File: config.mk
export PLATFORM = sky130hd
export DESIGN_NAME = tdt_trigger_core
export DESIGN_NICKNAME = d
export VERILOG_FILES = /design/src/tdt_pkg.sv /design/src/tdt_level_unit.sv /design/src/tdt_trigger_core.sv
export SDC_FILE = /design/constraint.sdc
export NUM_CORES = 2
export LEC_CHECK = 0
export BUFFER_PORTS_ARGS = -buffer_cell sky130_fd_sc_hd__buf_2
export CORE_MARGIN = 10
export CORE_UTILIZATION = 50
export DETAILED_ROUTE_END_ITERATION = 16
export GPL_TIMING_DRIVEN = 0
export PLACE_DENSITY = 0.76
export RECOVER_POWER = 25
export SLEW_MARGIN = 40
export SYNTH_ARGS = -nofsm -noshare
export SYNTH_HDL_FRONTEND = slang
export SYNTH_SLANG_ARGS = --single-unit
File: constraint.sdc
create_clock -name clk_i -period 7.25 [get_ports clk_i]
set_clock_uncertainty 0.15 [all_clocks]
set_input_delay 1.45 -clock clk_i [delete_from_list [all_inputs] [get_ports clk_i]]
set_output_delay 1.45 -clock clk_i [all_outputs]
set_load 0.05 [all_outputs]
File: src/tdt_pkg.sv
package tdt_pkg;
	// Level and sample words are signed millivolts
	localparam int          LVL_W          = 16;
	localparam int          TMR_W          = 32;
	localparam int          N_SRC          = 5;
	// Preset levels and clamp span
	localparam logic signed [15:0] TTL_LEVEL_MV = 16'sd1400;
	localparam logic signed [15:0] ECL_LEVEL_MV = -16'sd1300;
	localparam logic [3:0]  DIV_SPAN       = 4'hc;
	localparam logic [15:0] HYST_MV        = 16'h0014;
	localparam logic [15:0] SCALE_RESET    = 16'h00c8;
	// Register byte addresses
	localparam logic [7:0]  ADR_CTRL       = 8'h00;
	localparam logic [7:0]  ADR_TIMEOUT    = 8'h04;
	localparam logic [7:0]  ADR_MAIN_LEVEL = 8'h08;
	localparam logic [7:0]  ADR_DLY_CTRL   = 8'h0c;
	localparam logic [7:0]  ADR_DLY_LEVEL  = 8'h10;
	localparam logic [7:0]  ADR_DLY_TIME   = 8'h14;
	localparam logic [7:0]  ADR_DLY_EVENTS = 8'h18;
	localparam logic [7:0]  ADR_SCALE      = 8'h1c;
	localparam logic [7:0]  ADR_POST_LEN   = 8'h20;
	localparam logic [7:0]  ADR_STATUS     = 8'h24;
	localparam logic [7:0]  ADR_LEVELS     = 8'h28;
	// Control register fields
	localparam int          CT_PSRC        = 0;
	localparam int          CT_POL         = 2;
	localparam int          CT_TYPE        = 4;
	localparam int          CT_CLASS       = 6;
	localparam int          CT_MAUX        = 9;
	localparam int          CT_MCOUP       = 10;
	localparam int          CT_MLMODE      = 12;
	// Delayed control register fields
	localparam int          DC_HMODE       = 0;
	localparam int          DC_SUB         = 1;
	localparam int          DC_DSRC        = 3;
	localparam int          DC_COUP        = 6;
	localparam int          DC_SLOPE       = 8;
	localparam int          DC_LMODE       = 9;
	localparam int          DC_SUBSEL      = 11;
	// Level register value field
	localparam int          LV_VAL         = 0;
	// Enumerations of settings
	typedef enum logic [1:0] {LVL_MANUAL, LVL_TTL, LVL_ECL, LVL_HALF} tdt_lvl_mode_type;
	typedef enum logic [1:0] {POL_HIGH, POL_LOW, POL_EITHER, POL_RSVD} tdt_pol_type;
	typedef enum logic [1:0] {TYP_EDGE, TYP_PULSE, TYP_LOGIC, TYP_RSVD} tdt_trig_type;
	typedef enum logic [2:0] {CLS_GLITCH, CLS_WIDTH, CLS_RUNT, CLS_SLEW, CLS_TIMEOUT,
		CLS_R5, CLS_R6, CLS_R7} tdt_class_type;
	typedef enum logic [1:0] {SUB_TIME, SUB_EVENTS, SUB_EV_TIME, SUB_RSVD} tdt_sub_type;
	typedef enum logic [1:0] {CP_DC, CP_NOISE, CP_FOLLOW, CP_RSVD} tdt_coup_type;
	localparam logic [2:0]  SRC_AUX        = 3'h4;
endpackage

File: src/tdt_level_unit.sv
`timescale 1ns/1ps
module tdt_level_unit #(
	parameter int SW = tdt_pkg::LVL_W
) (
	// Clock and reset
	input  wire logic                    clk_i,
	input  wire logic                    rst_i,
	// Source samples and peak window
	input  wire logic signed [SW-1:0]    sample_i,
	input  wire logic                    restart_i,
	// Settings
	input  wire logic [1:0]              mode_i,
	input  wire logic signed [15:0]      manual_i,
	input  wire logic [15:0]             scale_i,
	// Resulting level
	output logic signed [15:0]           level_o
);
	import tdt_pkg::*;

	logic signed [SW-1:0] peak_hi_r;     // Positive peak in window
	logic signed [SW-1:0] peak_lo_r;     // Negative peak in window
	logic signed [SW:0]   mid;           // Half-way point between peaks
	logic signed [16:0]   req;           // Requested level before clamp
	logic [19:0]          lim;           // Twelve divisions of scale
	logic signed [20:0]   lim_s;         // Clamp bound, signed

	initial begin
		if (SW < 2 || SW > LVL_W) $error("tdt_level_unit: SW out of range");
	end

	// Peak tracking, reopened each window so the midpoint follows the signal
	always_ff @(posedge clk_i) begin
		if (rst_i) begin
			peak_hi_r <= '0;
			peak_lo_r <= '0;
		end else if (restart_i) begin
			peak_hi_r <= sample_i;
			peak_lo_r <= sample_i;
		end else begin
			if (sample_i > peak_hi_r) peak_hi_r <= sample_i;
			if (sample_i < peak_lo_r) peak_lo_r <= sample_i;
		end
	end

	// Level source selection and clamp
	always_comb begin
		mid   = (SW+1)'((peak_hi_r + peak_lo_r) >>> 1);
		lim   = 20'(scale_i) * 20'(DIV_SPAN);
		lim_s = $signed({1'b0, lim});
		case (tdt_lvl_mode_type'(mode_i))
			LVL_TTL:  req = 17'(TTL_LEVEL_MV);
			LVL_ECL:  req = 17'(ECL_LEVEL_MV);
			LVL_HALF: req = 17'(mid);
			default:  req = 17'(manual_i);
		endcase
	end

	// Registered clamped level; small scales shrink the presets
	always_ff @(posedge clk_i) begin
		if (rst_i) begin
			level_o <= '0;
		end else if (21'(req) > lim_s) begin
			level_o <= 16'(lim_s);
		end else if (21'(req) < -lim_s) begin
			level_o <= 16'(-lim_s);
		end else begin
			level_o <= 16'(req);
		end
	end
endmodule

File: src/tdt_trigger_core.sv
// Decided for this implementation: the address map and register access over Wishbone.
`timescale 1ns/1ps
module tdt_trigger_core #(
	parameter int SW       = tdt_pkg::LVL_W,
	parameter int PEAK_WIN = 1000
) (
	// Clock and reset
	input  wire logic                          clk_i,
	input  wire logic                          rst_i,
	// Classic Wishbone slave
	input  wire logic                          wb_cyc_i,
	input  wire logic                          wb_stb_i,
	input  wire logic                          wb_we_i,
	input  wire logic [7:0]                    wb_adr_i,
	input  wire logic [3:0]                    wb_sel_i,
	input  wire logic [31:0]                   wb_dat_i,
	output logic [31:0]                        wb_dat_o,
	output logic                               wb_ack_o,
	// Probed inputs, asynchronous samples in millivolts
	input  wire logic signed [SW-1:0]          input_channel_one_i,
	input  wire logic signed [SW-1:0]          input_channel_two_i,
	input  wire logic signed [SW-1:0]          input_channel_three_i,
	input  wire logic signed [SW-1:0]          input_channel_four_i,
	input  wire logic signed [SW-1:0]          auxiliary_direct_input_i,
	// Acquisition side
	input  wire logic                          main_trig_i,
	input  wire logic                          main_record_end_i,
	output logic                               timeout_trig_o,
	output logic                               delayed_start_o,
	output logic                               delayed_trig_o,
	output logic                               capture_o,
	output logic                               pretrig_o,
	output logic                               record_done_o
);
	import tdt_pkg::*;

	typedef enum logic [2:0] {ST_IDLE, ST_RUN_DELAY, ST_WAIT_EVENTS, ST_WAIT_TIME,
		ST_ARMED, ST_CAPTURE} tdt_state_type;

	// Settings
	logic [1:0]             psrc_r;          // Pulse source channel
	logic [1:0]             pol_r;           // Timeout polarity
	logic [1:0]             mtype_r;         // Main trigger type
	logic [2:0]             mclass_r;        // Main pulse class
	logic                   maux_r;          // Main source is auxiliary
	logic [1:0]             mcoup_r;         // Main coupling
	logic [1:0]             mlmode_r;        // Main level mode
	logic signed [15:0]     mlevel_man_r;    // Main manual level
	logic [TMR_W-1:0]       timeout_r;       // Timeout in cycles
	logic                   hmode_r;         // 1: triggerable, 0: runs after
	logic [1:0]             sub_r;           // Delayed submode
	logic [2:0]             dsrc_r;          // Delayed source
	logic [1:0]             dcoup_r;         // Delayed coupling
	logic                   slope_r;         // 0 rising, 1 falling
	logic [1:0]             dlmode_r;        // Delayed level mode
	logic signed [15:0]     dlevel_man_r;    // Delayed manual level
	logic [TMR_W-1:0]       dtime_r;         // Delay time in cycles
	logic [TMR_W-1:0]       devents_r;       // Event count
	logic [15:0]            scale_r;         // Vertical scale, mV per division
	logic [15:0]            post_len_r;      // Posttrigger samples
	logic                   refused_r;       // Last triggerable request refused
	// Bus
	logic                   ack_r;           // Registered acknowledge
	logic [31:0]            rdat_r;          // Registered read data
	logic                   wr_en;           // Write strobe this cycle
	logic [31:0]            ctrl_wr;         // Control word, unselected lanes zero
	// Sampled inputs
	logic signed [SW-1:0]   src_s1 [N_SRC];  // First sync stage
	logic signed [SW-1:0]   src_s2 [N_SRC];  // Second sync stage, safe to use
	logic signed [SW-1:0]   pulse_smp;       // Pulse source sample
	logic signed [SW-1:0]   msrc_smp;        // Main level source sample
	logic signed [SW-1:0]   dsrc_smp;        // Delayed source sample
	logic signed [15:0]     pulse_w;         // Pulse sample widened
	logic signed [15:0]     dly_w;           // Delayed sample widened
	// Levels
	logic signed [15:0]     mlevel;          // Effective main level
	logic signed [15:0]     dlevel;          // Effective delayed level
	logic [15:0]            peak_cnt_r;      // Peak window counter
	logic                   peak_restart;    // Peak window reopen
	// Timeout
	logic                   side_r;          // Last side, 1 above level
	logic [TMR_W-1:0]       tout_cnt_r;      // Cycles since last crossing
	logic                   fired_r;         // Already fired for this stay
	logic                   above;           // Source above main level
	logic                   pol_ok;          // Side matches polarity
	logic                   tout_act;        // Timeout class active
	// Delayed trigger
	logic                   incompat;        // Main settings forbid triggerable
	logic                   dabove_r;        // Delayed comparator state
	logic                   dabove_nxt;      // Next comparator state
	logic signed [16:0]     hyst;            // Hysteresis from coupling
	logic [1:0]             dcoup_eff;       // Coupling after follow
	logic                   dedge;           // Selected slope crossing
	tdt_state_type          state_r;         // Sequencer state
	logic [TMR_W-1:0]       seq_cnt_r;       // Time or event counter
	logic                   main_evt;        // Main trigger event

	initial begin
		if (SW < 2 || SW > LVL_W) $error("tdt_trigger_core: SW out of range");
		if (PEAK_WIN < 2 || PEAK_WIN > 65535) $error("tdt_trigger_core: bad PEAK_WIN");
	end

	// Byte-lane merge for writes
	function automatic logic [31:0] merge(input logic [31:0] old, input logic [31:0] nw,
		input logic [3:0] sel);
		logic [31:0] r;
		r = old;
		for (int i = 0; i < 4; i++) begin
			if (sel[i]) r[8*i +: 8] = nw[8*i +: 8];
		end
		return r;
	endfunction

	// Two-stage synchronisers on the probed inputs
	always_ff @(posedge clk_i) begin
		src_s1[0] <= input_channel_one_i;
		src_s1[1] <= input_channel_two_i;
		src_s1[2] <= input_channel_three_i;
		src_s1[3] <= input_channel_four_i;
		src_s1[4] <= auxiliary_direct_input_i;
		src_s2    <= src_s1;
	end

	// Source selection; one pulse source serves every pulse class
	always_comb begin
		pulse_smp = src_s2[psrc_r];
		msrc_smp  = maux_r ? src_s2[SRC_AUX] : pulse_smp;
		dsrc_smp  = (dsrc_r >= SRC_AUX) ? src_s2[SRC_AUX] : src_s2[dsrc_r[1:0]];
		pulse_w   = 16'(pulse_smp);
		dly_w     = 16'(dsrc_smp);
	end

	// Peak window for the half-amplitude levels
	always_ff @(posedge clk_i) begin
		if (rst_i || peak_restart) peak_cnt_r <= '0;
		else peak_cnt_r <= peak_cnt_r + 16'h0001;
	end
	assign peak_restart = (peak_cnt_r == 16'(PEAK_WIN - 1));

	// Main and delayed level units
	tdt_level_unit #(.SW(SW)) u_main_level (
		.clk_i     (clk_i),
		.rst_i     (rst_i),
		.sample_i  (msrc_smp),
		.restart_i (peak_restart),
		.mode_i    (mlmode_r),
		.manual_i  (mlevel_man_r),
		.scale_i   (scale_r),
		.level_o   (mlevel)
	);
	tdt_level_unit #(.SW(SW)) u_dly_level (
		.clk_i     (clk_i),
		.rst_i     (rst_i),
		.sample_i  (dsrc_smp),
		.restart_i (peak_restart),
		.mode_i    (dlmode_r),
		.manual_i  (dlevel_man_r),
		.scale_i   (scale_r),
		.level_o   (dlevel)
	);

	// Main settings that cannot serve the triggerable timebase
	always_comb begin
		incompat = (tdt_trig_type'(mtype_r) == TYP_LOGIC)
			|| (tdt_trig_type'(mtype_r) == TYP_PULSE
			&& (tdt_class_type'(mclass_r) == CLS_RUNT
			|| tdt_class_type'(mclass_r) == CLS_SLEW))
			|| maux_r;
	end

	// Bus write strobe; one ack per request
	assign wr_en    = wb_cyc_i && wb_stb_i && wb_we_i && !ack_r;
	assign wb_ack_o = ack_r;
	assign wb_dat_o = rdat_r;
	assign ctrl_wr  = merge(32'h0, wb_dat_i, wb_sel_i);

	// Wishbone acknowledge and read data
	always_ff @(posedge clk_i) begin
		if (rst_i) begin
			ack_r  <= 1'b0;
			rdat_r <= '0;
		end else begin
			ack_r  <= wb_cyc_i && wb_stb_i && !ack_r;
			rdat_r <= '0;
			case (wb_adr_i)
				ADR_CTRL: begin
					rdat_r[CT_PSRC +: 2]   <= psrc_r;
					rdat_r[CT_POL +: 2]    <= pol_r;
					rdat_r[CT_TYPE +: 2]   <= mtype_r;
					rdat_r[CT_CLASS +: 3]  <= mclass_r;
					rdat_r[CT_MAUX]        <= maux_r;
					rdat_r[CT_MCOUP +: 2]  <= mcoup_r;
					rdat_r[CT_MLMODE +: 2] <= mlmode_r;
				end
				ADR_TIMEOUT:    rdat_r <= timeout_r;
				ADR_MAIN_LEVEL: rdat_r[LV_VAL +: 16] <= mlevel_man_r;
				ADR_DLY_CTRL: begin
					rdat_r[DC_HMODE]      <= hmode_r;
					rdat_r[DC_SUB +: 2]   <= sub_r;
					rdat_r[DC_DSRC +: 3]  <= dsrc_r;
					rdat_r[DC_COUP +: 2]  <= dcoup_r;
					rdat_r[DC_SLOPE]      <= slope_r;
					rdat_r[DC_LMODE +: 2] <= dlmode_r;
				end
				ADR_DLY_LEVEL:  rdat_r[LV_VAL +: 16] <= dlevel_man_r;
				ADR_DLY_TIME:   rdat_r <= dtime_r;
				ADR_DLY_EVENTS: rdat_r <= devents_r;
				ADR_SCALE:      rdat_r[15:0] <= scale_r;
				ADR_POST_LEN:   rdat_r[15:0] <= post_len_r;
				ADR_STATUS:     rdat_r[8:0] <= {side_r, dabove_r, refused_r, incompat,
					hmode_r, 1'b0, 3'(state_r)};
				ADR_LEVELS:     rdat_r <= {dlevel, mlevel};
				default:        rdat_r <= '0;
			endcase
		end
	end

	// Main trigger settings
	always_ff @(posedge clk_i) begin
		if (rst_i) begin
			{psrc_r, pol_r, mtype_r, mclass_r, maux_r, mcoup_r, mlmode_r} <= '0;
			timeout_r <= '0;
			scale_r   <= SCALE_RESET;
		end else if (wr_en) begin
			if (wb_adr_i == ADR_CTRL) begin
				psrc_r   <= ctrl_wr[CT_PSRC +: 2];
				pol_r    <= ctrl_wr[CT_POL +: 2];
				mtype_r  <= ctrl_wr[CT_TYPE +: 2];
				mclass_r <= ctrl_wr[CT_CLASS +: 3];
				maux_r   <= wb_sel_i[1] ? wb_dat_i[CT_MAUX] : maux_r;
				mcoup_r  <= ctrl_wr[CT_MCOUP +: 2];
				mlmode_r <= ctrl_wr[CT_MLMODE +: 2];
			end
			if (wb_adr_i == ADR_TIMEOUT) timeout_r <= merge(timeout_r, wb_dat_i, wb_sel_i);
			if (wb_adr_i == ADR_SCALE) scale_r <= 16'(merge({16'h0, scale_r}, wb_dat_i, wb_sel_i));
		end
	end

	// Manual levels; auxiliary on main with delayed source code SRC_AUX moves them together
	always_ff @(posedge clk_i) begin
		if (rst_i) begin
			mlevel_man_r <= '0;
			dlevel_man_r <= '0;
		end else if (wr_en) begin
			if (wb_adr_i == ADR_MAIN_LEVEL) begin
				mlevel_man_r <= 16'(merge(32'(mlevel_man_r), wb_dat_i, wb_sel_i));
				if (maux_r && dsrc_r == SRC_AUX)
					dlevel_man_r <= 16'(merge(32'(mlevel_man_r), wb_dat_i, wb_sel_i));
			end
			if (wb_adr_i == ADR_DLY_LEVEL) begin
				dlevel_man_r <= 16'(merge(32'(dlevel_man_r), wb_dat_i, wb_sel_i));
				if (maux_r && dsrc_r == SRC_AUX)
					mlevel_man_r <= 16'(merge(32'(dlevel_man_r), wb_dat_i, wb_sel_i));
			end
		end
	end

	// Delayed settings and horizontal delay mode
	always_ff @(posedge clk_i) begin
		if (rst_i) begin
			{hmode_r, sub_r, dsrc_r, dcoup_r, slope_r, dlmode_r, refused_r} <= '0;
			dtime_r    <= '0;
			devents_r  <= '0;
			post_len_r <= '0;
		end else begin
			if (wr_en && wb_adr_i == ADR_DLY_CTRL) begin
				sub_r    <= wb_dat_i[DC_SUB +: 2];
				dsrc_r   <= wb_dat_i[DC_DSRC +: 3];
				dcoup_r  <= wb_dat_i[DC_COUP +: 2];
				slope_r  <= wb_dat_i[DC_SLOPE];
				dlmode_r <= wb_dat_i[DC_LMODE +: 2];
				if (wb_dat_i[DC_HMODE] || wb_dat_i[DC_SUBSEL]) begin
					hmode_r   <= !incompat;
					refused_r <= incompat;
				end else begin
					hmode_r   <= 1'b0;
					refused_r <= 1'b0;
				end
			end else if (incompat) begin
				hmode_r <= 1'b0;
			end
			if (wr_en && wb_adr_i == ADR_DLY_TIME) dtime_r <= merge(dtime_r, wb_dat_i, wb_sel_i);
			if (wr_en && wb_adr_i == ADR_DLY_EVENTS)
				devents_r <= merge(devents_r, wb_dat_i, wb_sel_i);
			if (wr_en && wb_adr_i == ADR_POST_LEN)
				post_len_r <= 16'(merge({16'h0, post_len_r}, wb_dat_i, wb_sel_i));
		end
	end

	// Timeout comparison against the main level
	always_comb begin
		above    = pulse_w > mlevel;
		tout_act = tdt_trig_type'(mtype_r) == TYP_PULSE
			&& tdt_class_type'(mclass_r) == CLS_TIMEOUT;
		case (tdt_pol_type'(pol_r))
			POL_HIGH:   pol_ok = side_r;
			POL_LOW:    pol_ok = !side_r;
			POL_EITHER: pol_ok = 1'b1;
			default:    pol_ok = 1'b0;
		endcase
	end

	// Timeout counter; fires once per uninterrupted stay on the polarity side longer than the limit
	always_ff @(posedge clk_i) begin
		if (rst_i) begin
			side_r         <= 1'b0;
			tout_cnt_r     <= '0;
			fired_r        <= 1'b0;
			timeout_trig_o <= 1'b0;
		end else begin
			side_r         <= above;
			timeout_trig_o <= 1'b0;
			if (above != side_r || !tout_act) begin
				tout_cnt_r <= '0;
				fired_r    <= 1'b0;
			end else begin
				if (tout_cnt_r != '1) tout_cnt_r <= tout_cnt_r + 1'b1;
				if (tout_cnt_r >= timeout_r && !fired_r && pol_ok) begin
					timeout_trig_o <= 1'b1;
					fired_r        <= 1'b1;
				end
			end
		end
	end

	// Delayed comparator with coupling-dependent hysteresis
	always_comb begin
		dcoup_eff = (tdt_coup_type'(dcoup_r) == CP_FOLLOW) ? mcoup_r : dcoup_r;
		hyst      = (tdt_coup_type'(dcoup_eff) == CP_NOISE) ? 17'(HYST_MV) : '0;
		if (17'(dly_w) > 17'(dlevel) + hyst) dabove_nxt = 1'b1;
		else if (17'(dly_w) < 17'(dlevel) - hyst) dabove_nxt = 1'b0;
		else dabove_nxt = dabove_r;
		dedge = slope_r ? (dabove_r && !dabove_nxt) : (!dabove_r && dabove_nxt);
	end

	always_ff @(posedge clk_i) begin
		if (rst_i) dabove_r <= 1'b0;
		else dabove_r <= dabove_nxt;
	end

	assign main_evt = main_trig_i || timeout_trig_o;

	// Delay sequencer
	always_ff @(posedge clk_i) begin
		if (rst_i) begin
			state_r         <= ST_IDLE;
			seq_cnt_r       <= '0;
			delayed_start_o <= 1'b0;
			delayed_trig_o  <= 1'b0;
			record_done_o   <= 1'b0;
		end else begin
			delayed_start_o <= 1'b0;
			delayed_trig_o  <= 1'b0;
			record_done_o   <= 1'b0;
			case (state_r)
				ST_IDLE: begin
					seq_cnt_r <= '0;
					if (main_evt) begin
						if (!hmode_r || incompat) state_r <= ST_RUN_DELAY;
						else if (tdt_sub_type'(sub_r) == SUB_TIME) state_r <= ST_WAIT_TIME;
						else state_r <= ST_WAIT_EVENTS;
					end
				end
				ST_RUN_DELAY: begin
					if (seq_cnt_r >= dtime_r) begin
						state_r         <= ST_CAPTURE;
						seq_cnt_r       <= '0;
						delayed_start_o <= 1'b1;
					end else seq_cnt_r <= seq_cnt_r + 1'b1;
				end
				ST_WAIT_EVENTS: begin
					if (main_record_end_i) state_r <= ST_IDLE;
					else if (seq_cnt_r >= devents_r) begin
						seq_cnt_r <= '0;
						state_r   <= (tdt_sub_type'(sub_r) == SUB_EV_TIME)
							? ST_WAIT_TIME : ST_ARMED;
					end else if (dedge) seq_cnt_r <= seq_cnt_r + 1'b1;
				end
				ST_WAIT_TIME: begin
					if (main_record_end_i) state_r <= ST_IDLE;
					else if (seq_cnt_r >= dtime_r) begin
						seq_cnt_r <= '0;
						state_r   <= ST_ARMED;
					end else seq_cnt_r <= seq_cnt_r + 1'b1;
				end
				ST_ARMED: begin
					if (dedge) begin
						state_r         <= ST_CAPTURE;
						delayed_trig_o  <= 1'b1;
						delayed_start_o <= 1'b1;
					end else if (main_record_end_i) state_r <= ST_IDLE;
				end
				ST_CAPTURE: begin
					if (seq_cnt_r + 1'b1 >= TMR_W'(post_len_r)) begin
						state_r       <= ST_IDLE;
						seq_cnt_r     <= '0;
						record_done_o <= 1'b1;
					end else seq_cnt_r <= seq_cnt_r + 1'b1;
				end
				default: state_r <= ST_IDLE;
			endcase
		end
	end

	// Pretrigger sampling runs whenever posttrigger capture is not
	assign capture_o = (state_r == ST_CAPTURE);
	assign pretrig_o = !capture_o;
endmodule

; ---- Word level (Yosys, flattened, before mapping)
; Cells that the tools add are included.
[totals]
regBits = 565
latchBits = 0
ramBits = 0
romBits = 0
in_bits = 131
out_inout_bits = 39
elab_cells = 282
n_memories = 0
[classes]
n_addsub = 8
mul = 1
div_mod_pow = 0
n_lt_le_gt_ge = 18
eq_ne = 44
shift = 0
mux = 74
n_bitwise = 4
n_reduce_logical = 70
[ops]
columns = op, count
row1 = 16-bit two-way mux, 24
row2 = 32-bit two-way mux, 6
row3 = 32-bit one-hot mux with 5 select lines, 1
row4 = 17-bit one-hot mux with 3 select lines, 2
row5 = 9-bit one-hot mux with 11 select lines, 1
row6 = 16-bit binary-select mux with 3-bit select, 2
row7 = 32-bit greater-or-equal comparator, 3
row8 = "32-bit by 1-bit adder with 32-bit output, second input constant", 2
row9 = 16-bit one-hot mux with 4 select lines, 1
row10 = 16-bit greater-than comparator, 3
row11 = 17-bit by 21-bit greater-than comparator with 1-bit output, 2
row12 = 17-bit by 21-bit less-than comparator with 1-bit output, 2
row13 = 8-bit two-way mux, 5
row14 = 16-bit by 16-bit adder with 17-bit output, 2
row15 = "8-bit by 5-bit == test with 1-bit output, second input constant", 4
row16 = 32-bit by 16-bit greater-or-equal comparator with 1-bit output, 1
row17 = 16-bit less-than comparator, 2
row18 = "32-bit inequality test, second input constant", 1
row19 = 3-bit two-way mux, 10
row20 = 3-bit one-hot mux with 9 select lines, 1
row21 = "8-bit by 6-bit == test with 1-bit output, second input constant", 3
row22 = 3-bit AND reduction, 8
row23 = 2-bit AND reduction, 11
row24 = 20-bit negator with 21-bit output, 1
row25 = other kinds (42), 121

; ---- Longest topological paths before layout
[logic_depth]
ltp_word = 15
mapped_depth = 26
depth_no_buf = 24

; ---- By module
; Synthesis repeated with hierarchy kept, for this count alone.
[unflattened]
hier_cells = 3899
hier_area_um2 = 33882.5
[by_module_without_submodules]
columns = mod, instances, cells_per_inst, area_each_um2, seq_area_each_um2
row1 = tdt_trigger_core, 1, 2486, 22427.8, 9389.0
row2 = tdt_level_unit (u_main_level), 1, 734, 5957.0, 960.9
row3 = tdt_level_unit (u_dly_level), 1, 679, 5497.8, 960.9

; ---- Least setup slack after synthesis
; OpenSTA, ideal clock, no wires.
[synth_timing]
path_kind = register -> register
startpoint = register scale_r[1]
endpoint = register u_main_level.level_o[13]
setup_ns = 0.074
arrival_ns = 5.526
required_ns = 7.026
path_slack_ns = 1.500
stages_incl_launch_ff = 24
n_path_buf = 2
synth_period_minus_slack_ns = 5.750
path_cell_list = dfxtp_1 > ha_1 > inv_1 > fa_1 > nor3b_1 > nand2_1 > a21oi_1 > nand3_1 > nor3_1 > and3_1 > nand3_1 > xnor2_1 > ha_1 > o21ai_0 > nor2_1 > nor3_1 > nor2_1 > a311oi_1 > o2111ai_1 > o21ai_1 > clkbuf_1 > buf_1 > nand3_1 > a31oi_1
[synth_via]
elab_chain_len = 5
elab_cells_between_ends = 6
classes_between = add/sub (1) / mul (1) / order compare (2) / mux (2)
[synth_lines]
columns = item, line_no
row1 = "start, declared", tdt_trigger_core.sv:59  ; logic [15:0] scale_r;
row2 = "start signal, assigned", tdt_trigger_core.sv:235  ; if (wb_adr_i == ADR_SCALE) scale_r <= 16'(merge({16'h0, scale_r}, wb_dat_i, wb_sel_i));
row3 = 16-bit by 2-bit multiplier with 18-bit output *, tdt_level_unit.sv:48  ; lim = 20'(scale_i) * 20'(DIV_SPAN);
row4 = 20-bit negator with 21-bit output, tdt_level_unit.sv:64  ; end else if (21'(req) < -lim_s) begin
row5 = 17-bit by 21-bit less-than comparator with 1-bit output, tdt_level_unit.sv:64
row6 = 16-bit two-way mux, tdt_level_unit.sv:64
row7 = 16-bit two-way mux *, tdt_level_unit.sv:62  ; end else if (21'(req) > lim_s) begin
row8 = "end signal, assigned", tdt_level_unit.sv:63  ; level_o <= 16'(lim_s);
row9 = "end signal, assigned", tdt_level_unit.sv:65  ; level_o <= 16'(-lim_s);
row10 = "end signal, assigned", tdt_level_unit.sv:67  ; level_o <= 16'(req);
row11 = "end, declared", tdt_level_unit.sv:16  ; output logic signed [15:0] level_o
; Every way passes the cells marked *; elsewhere a longest branch is shown, timed or not.
; A chain may end at the register's enable or synchronous reset.

; ---- Final worst setup path
[layout_timing]
startpoint = register scale_r[1]
endpoint = register u_main_level.level_o[8]
; The elaborated chain is that of the path after synthesis.

==> metrics.txt <==
Routed WL 114000 µm; status completed; Cell variety after synth 88; most common cell after layout, fill and taps aside dfxtp_1; # nets final 4390; Req. time, crit path 7.64 ns; RSZ-0062 raised after global routing no; Syn Inst Count 3686; critical-path cell list ha_1 -> inv_1 -> fa_1 -> nor3b_4 -> nand2_1 -> a21oi_2 -> nand3_1 -> nor3_4 -> and3_1 -> nand3_1 -> xnor2_2 -> ha_1 -> a211oi_1 -> nor2_1 -> nor3_1 -> nor2_1 -> a311oi_1 -> o2111ai_1 -> o21ai_2 -> clkbuf_2 -> buf_2 -> a22oi_1 -> a21oi_1; Global Route Usage Sum 29.4%; Layout Area Growth over Synthesis 13.3%; TritonCTS buffer count 59; YS warnings 0; clk root buf clkbuf_16; Final Cycle Share 95.4%; total power 7.80 mW; Synth async-reset ratio 0%; most frequent cells in the layout 565 x dfxtp_1, 353 x ha_1, 328 x nor2_1; hold_buf cts 0; port buffer count 155; Crit. End Element flop; Cell Pwr Density 216 nW/µm²; synthesized flop and latch total 565; GR met2 Demand/Resource 45.5%; initial antenna violation count 2; Via-to-Cell Ratio 6.19; Final HPWL DP 88300 µm; Least-Margin Pin Slew 0.960 ns; Max Freq 145 MHz; FILL cells 5723; leak pwr 14.4 nW; post-DR wirelength/cell 23.6 µm; chip width 273 µm; ys flop type dfxtp_1; clock buffer depth 3; most used routing layer met2; worst path bufs/invs 3; WS Path Type reg2reg; largest net degree at the start of global routing 16; min-delay worst type reg2reg; initial core utilization 50.6%; DR iter-0 viols 3572; crit path launch type flop; Setup violations, final 0; M3 GR Usage 7.00%; Die Ht 273 µm; slowest stage cell on the critical path fa_1; register clock-pin slew on the reported worst setup and hold paths 0.06 ns; grt met1 use 38.0%; htree depth 2; CTS tree done; Synth Cell Area 31900 µm²; Max FO, Critical Path 10; Min Hold Slack 0.148 ns; maximum vdd ir drop 0.234 mV; Clock Latency Late Sink 0.66 ns; GRT Residual Overflow 0; Die ar. 74300 µm²; ANT nets after route 0; global-route wire length before repair 169000 µm; CP arrival 7.30 ns; DR vias 29700; Tmin final 6.91 ns; standard-cell rows 92; Max-cap violations 0; Syn Area/Cell 8.66 µm²; Ports 170; fraction of layout cells with a size suffix above 1 10.1%; Final Hold Viols 0; total core area 63100 µm²; drt first pass iters 9; Max-slew headroom 36.0%; gate family responsible for the most delay along the worst path simple AND/OR/NAND/NOR gates; slowest stage delay, CP 0.74 ns; DRC 0; GPL Wtd Cong 1.06; Seq/Total Area, Yosys 35.4%; Max Slew Vio Count 0; post-synthesis net count 4173; r2r setup slk 0.34 ns; number of global-route vias before repair 28100; Post-synth EDFFs 0; Sink Count 565
-- area by class of cell --
type                       instances  area, µm²  area share [%]
clock inverter                    37        632            1.75
timing repair buffer             156        781            2.16
inverter                         274       1030            2.85
buffer                           173        684            1.89
clock buffer                      72       1610            4.44
tap                              846       1060            2.93
multi-input combinational       2674      19000            52.7
antenna                            3       7.51          0.0208
sequential                       565      11300            31.3
-- per-layer routing --
layer  wire length (µm)  vias to the layer above  part of all wire, %
li1                   -                    13700                    -
met3              12200                      335                   11
met1              46400                    14100                   41
met5                 13                        -                0.011
met4               5950                        2                  5.2
met2              49000                     1647                   43
-- report_power, final --
group	switching, mW	total (mW)	internal, mW
Clock	1.37	3.52	2.15
Combinational	0.615	0.975	0.360
Sequential	0.0798	3.31	3.23
-- timing repair --
item,CTS,global route
hold endpoints to repair,0,0
setup buffers,0,0
setup endpoints to repair,30,30
resized for setup,3,12
cloned,0,0
-- cells by family (layout without fill, tap and decap cells) --
group,count (synthesis),in the layout,share of synthesized area [%]
fa+ha+maj,356,356,14.0
simple gates,1107,1107,16.5
buf+inv,447,712,5.31
compound gates,915,915,18.6
mux,159,159,6.37
xor+xnor,137,137,3.76
flops,565,565,35.4
other cells,0,3,0
-- synth_stat cells (17+ instances only) --
| cell type | count | share of area [%] |
|---|---|---|
| xnor2_1 | 70 | 1.9 |
| dfxtp_1 | 565 | 35 |
| nand2_1 | 281 | 3.3 |
| nand2b_1 | 56 | 1.1 |
| and2_1 | 18 | 0.35 |
| a211oi_1 | 91 | 2.1 |
| a21o_1 | 64 | 1.5 |
| mux2i_1 | 95 | 3.0 |
| a221oi_1 | 30 | 0.82 |
| mux2_2 | 32 | 1.1 |
| a22o_1 | 28 | 0.77 |
| mux4_2 | 32 | 2.3 |
| or3_1 | 24 | 0.47 |
| nor2b_1 | 27 | 0.53 |
| nor3_1 | 49 | 0.77 |
| buf_1 | 17 | 0.20 |
| o21a_1 | 24 | 0.56 |
| or2_2 | 17 | 0.33 |
| inv_1 | 273 | 3.2 |
| o21ai_0 | 137 | 2.1 |
| nand3_1 | 161 | 2.5 |
| ha_1 | 353 | 14 |
| clkbuf_1 | 151 | 1.8 |
| a22oi_1 | 60 | 1.4 |
| a21oi_1 | 293 | 4.6 |
| nand4_1 | 58 | 1.1 |
| xor2_1 | 67 | 1.8 |
| nor2_1 | 332 | 3.9 |
| and3_1 | 20 | 0.39 |
| o211ai_1 | 20 | 0.47 |
| a31oi_1 | 36 | 0.71 |
-- registers in the layout (all words and copies together) (netlist names), 32 cells and up --
register,cells
src_s1,80
src_s2,80
devents_r,32
dtime_r,32
seq_cnt_r,32
timeout_r,32
tout_cnt_r,32
wb_dat_o,32
-- final timing paths --
check,start,to,depth (start not counted)
worst min-delay path,src_s1[15]$_DFF_P_,src_s2[15]$_DFF_P_,0
worst max register to register,scale_r[1]$_SDFFE_PP0P_,u_main_level.level_o[8]$_SDFF_PP0_,23
worst min register to register,src_s1[15]$_DFF_P_,src_s2[15]$_DFF_P_,0
worst max-delay path,scale_r[1]$_SDFFE_PP0P_,u_main_level.level_o[8]$_SDFF_PP0_,23
-- per-stage QoR --
stage | setup WS [ns] | area [µm²] | util [%] | setup TNS, ns | std cells
4_1_cts | 0.00367 | 36100 | 57.2 | 0 | 4797
3_3_place_gp | -0.907 | 33700 | 53.5 | -21.43 | 4687
2_1_floorplan | 1.50 | 31900 | - | 0 | 3686
3_5_place_dp | -0.647 | 33800 | 53.6 | -7.78 | 4688
6_report | 0.336 | 36100 | 57.3 | 0 | 4800
5_1_grt | 0.0434 | 36100 | 57.3 | 0 | 4797
No activity file was read; power rests on OpenSTA's default activity.
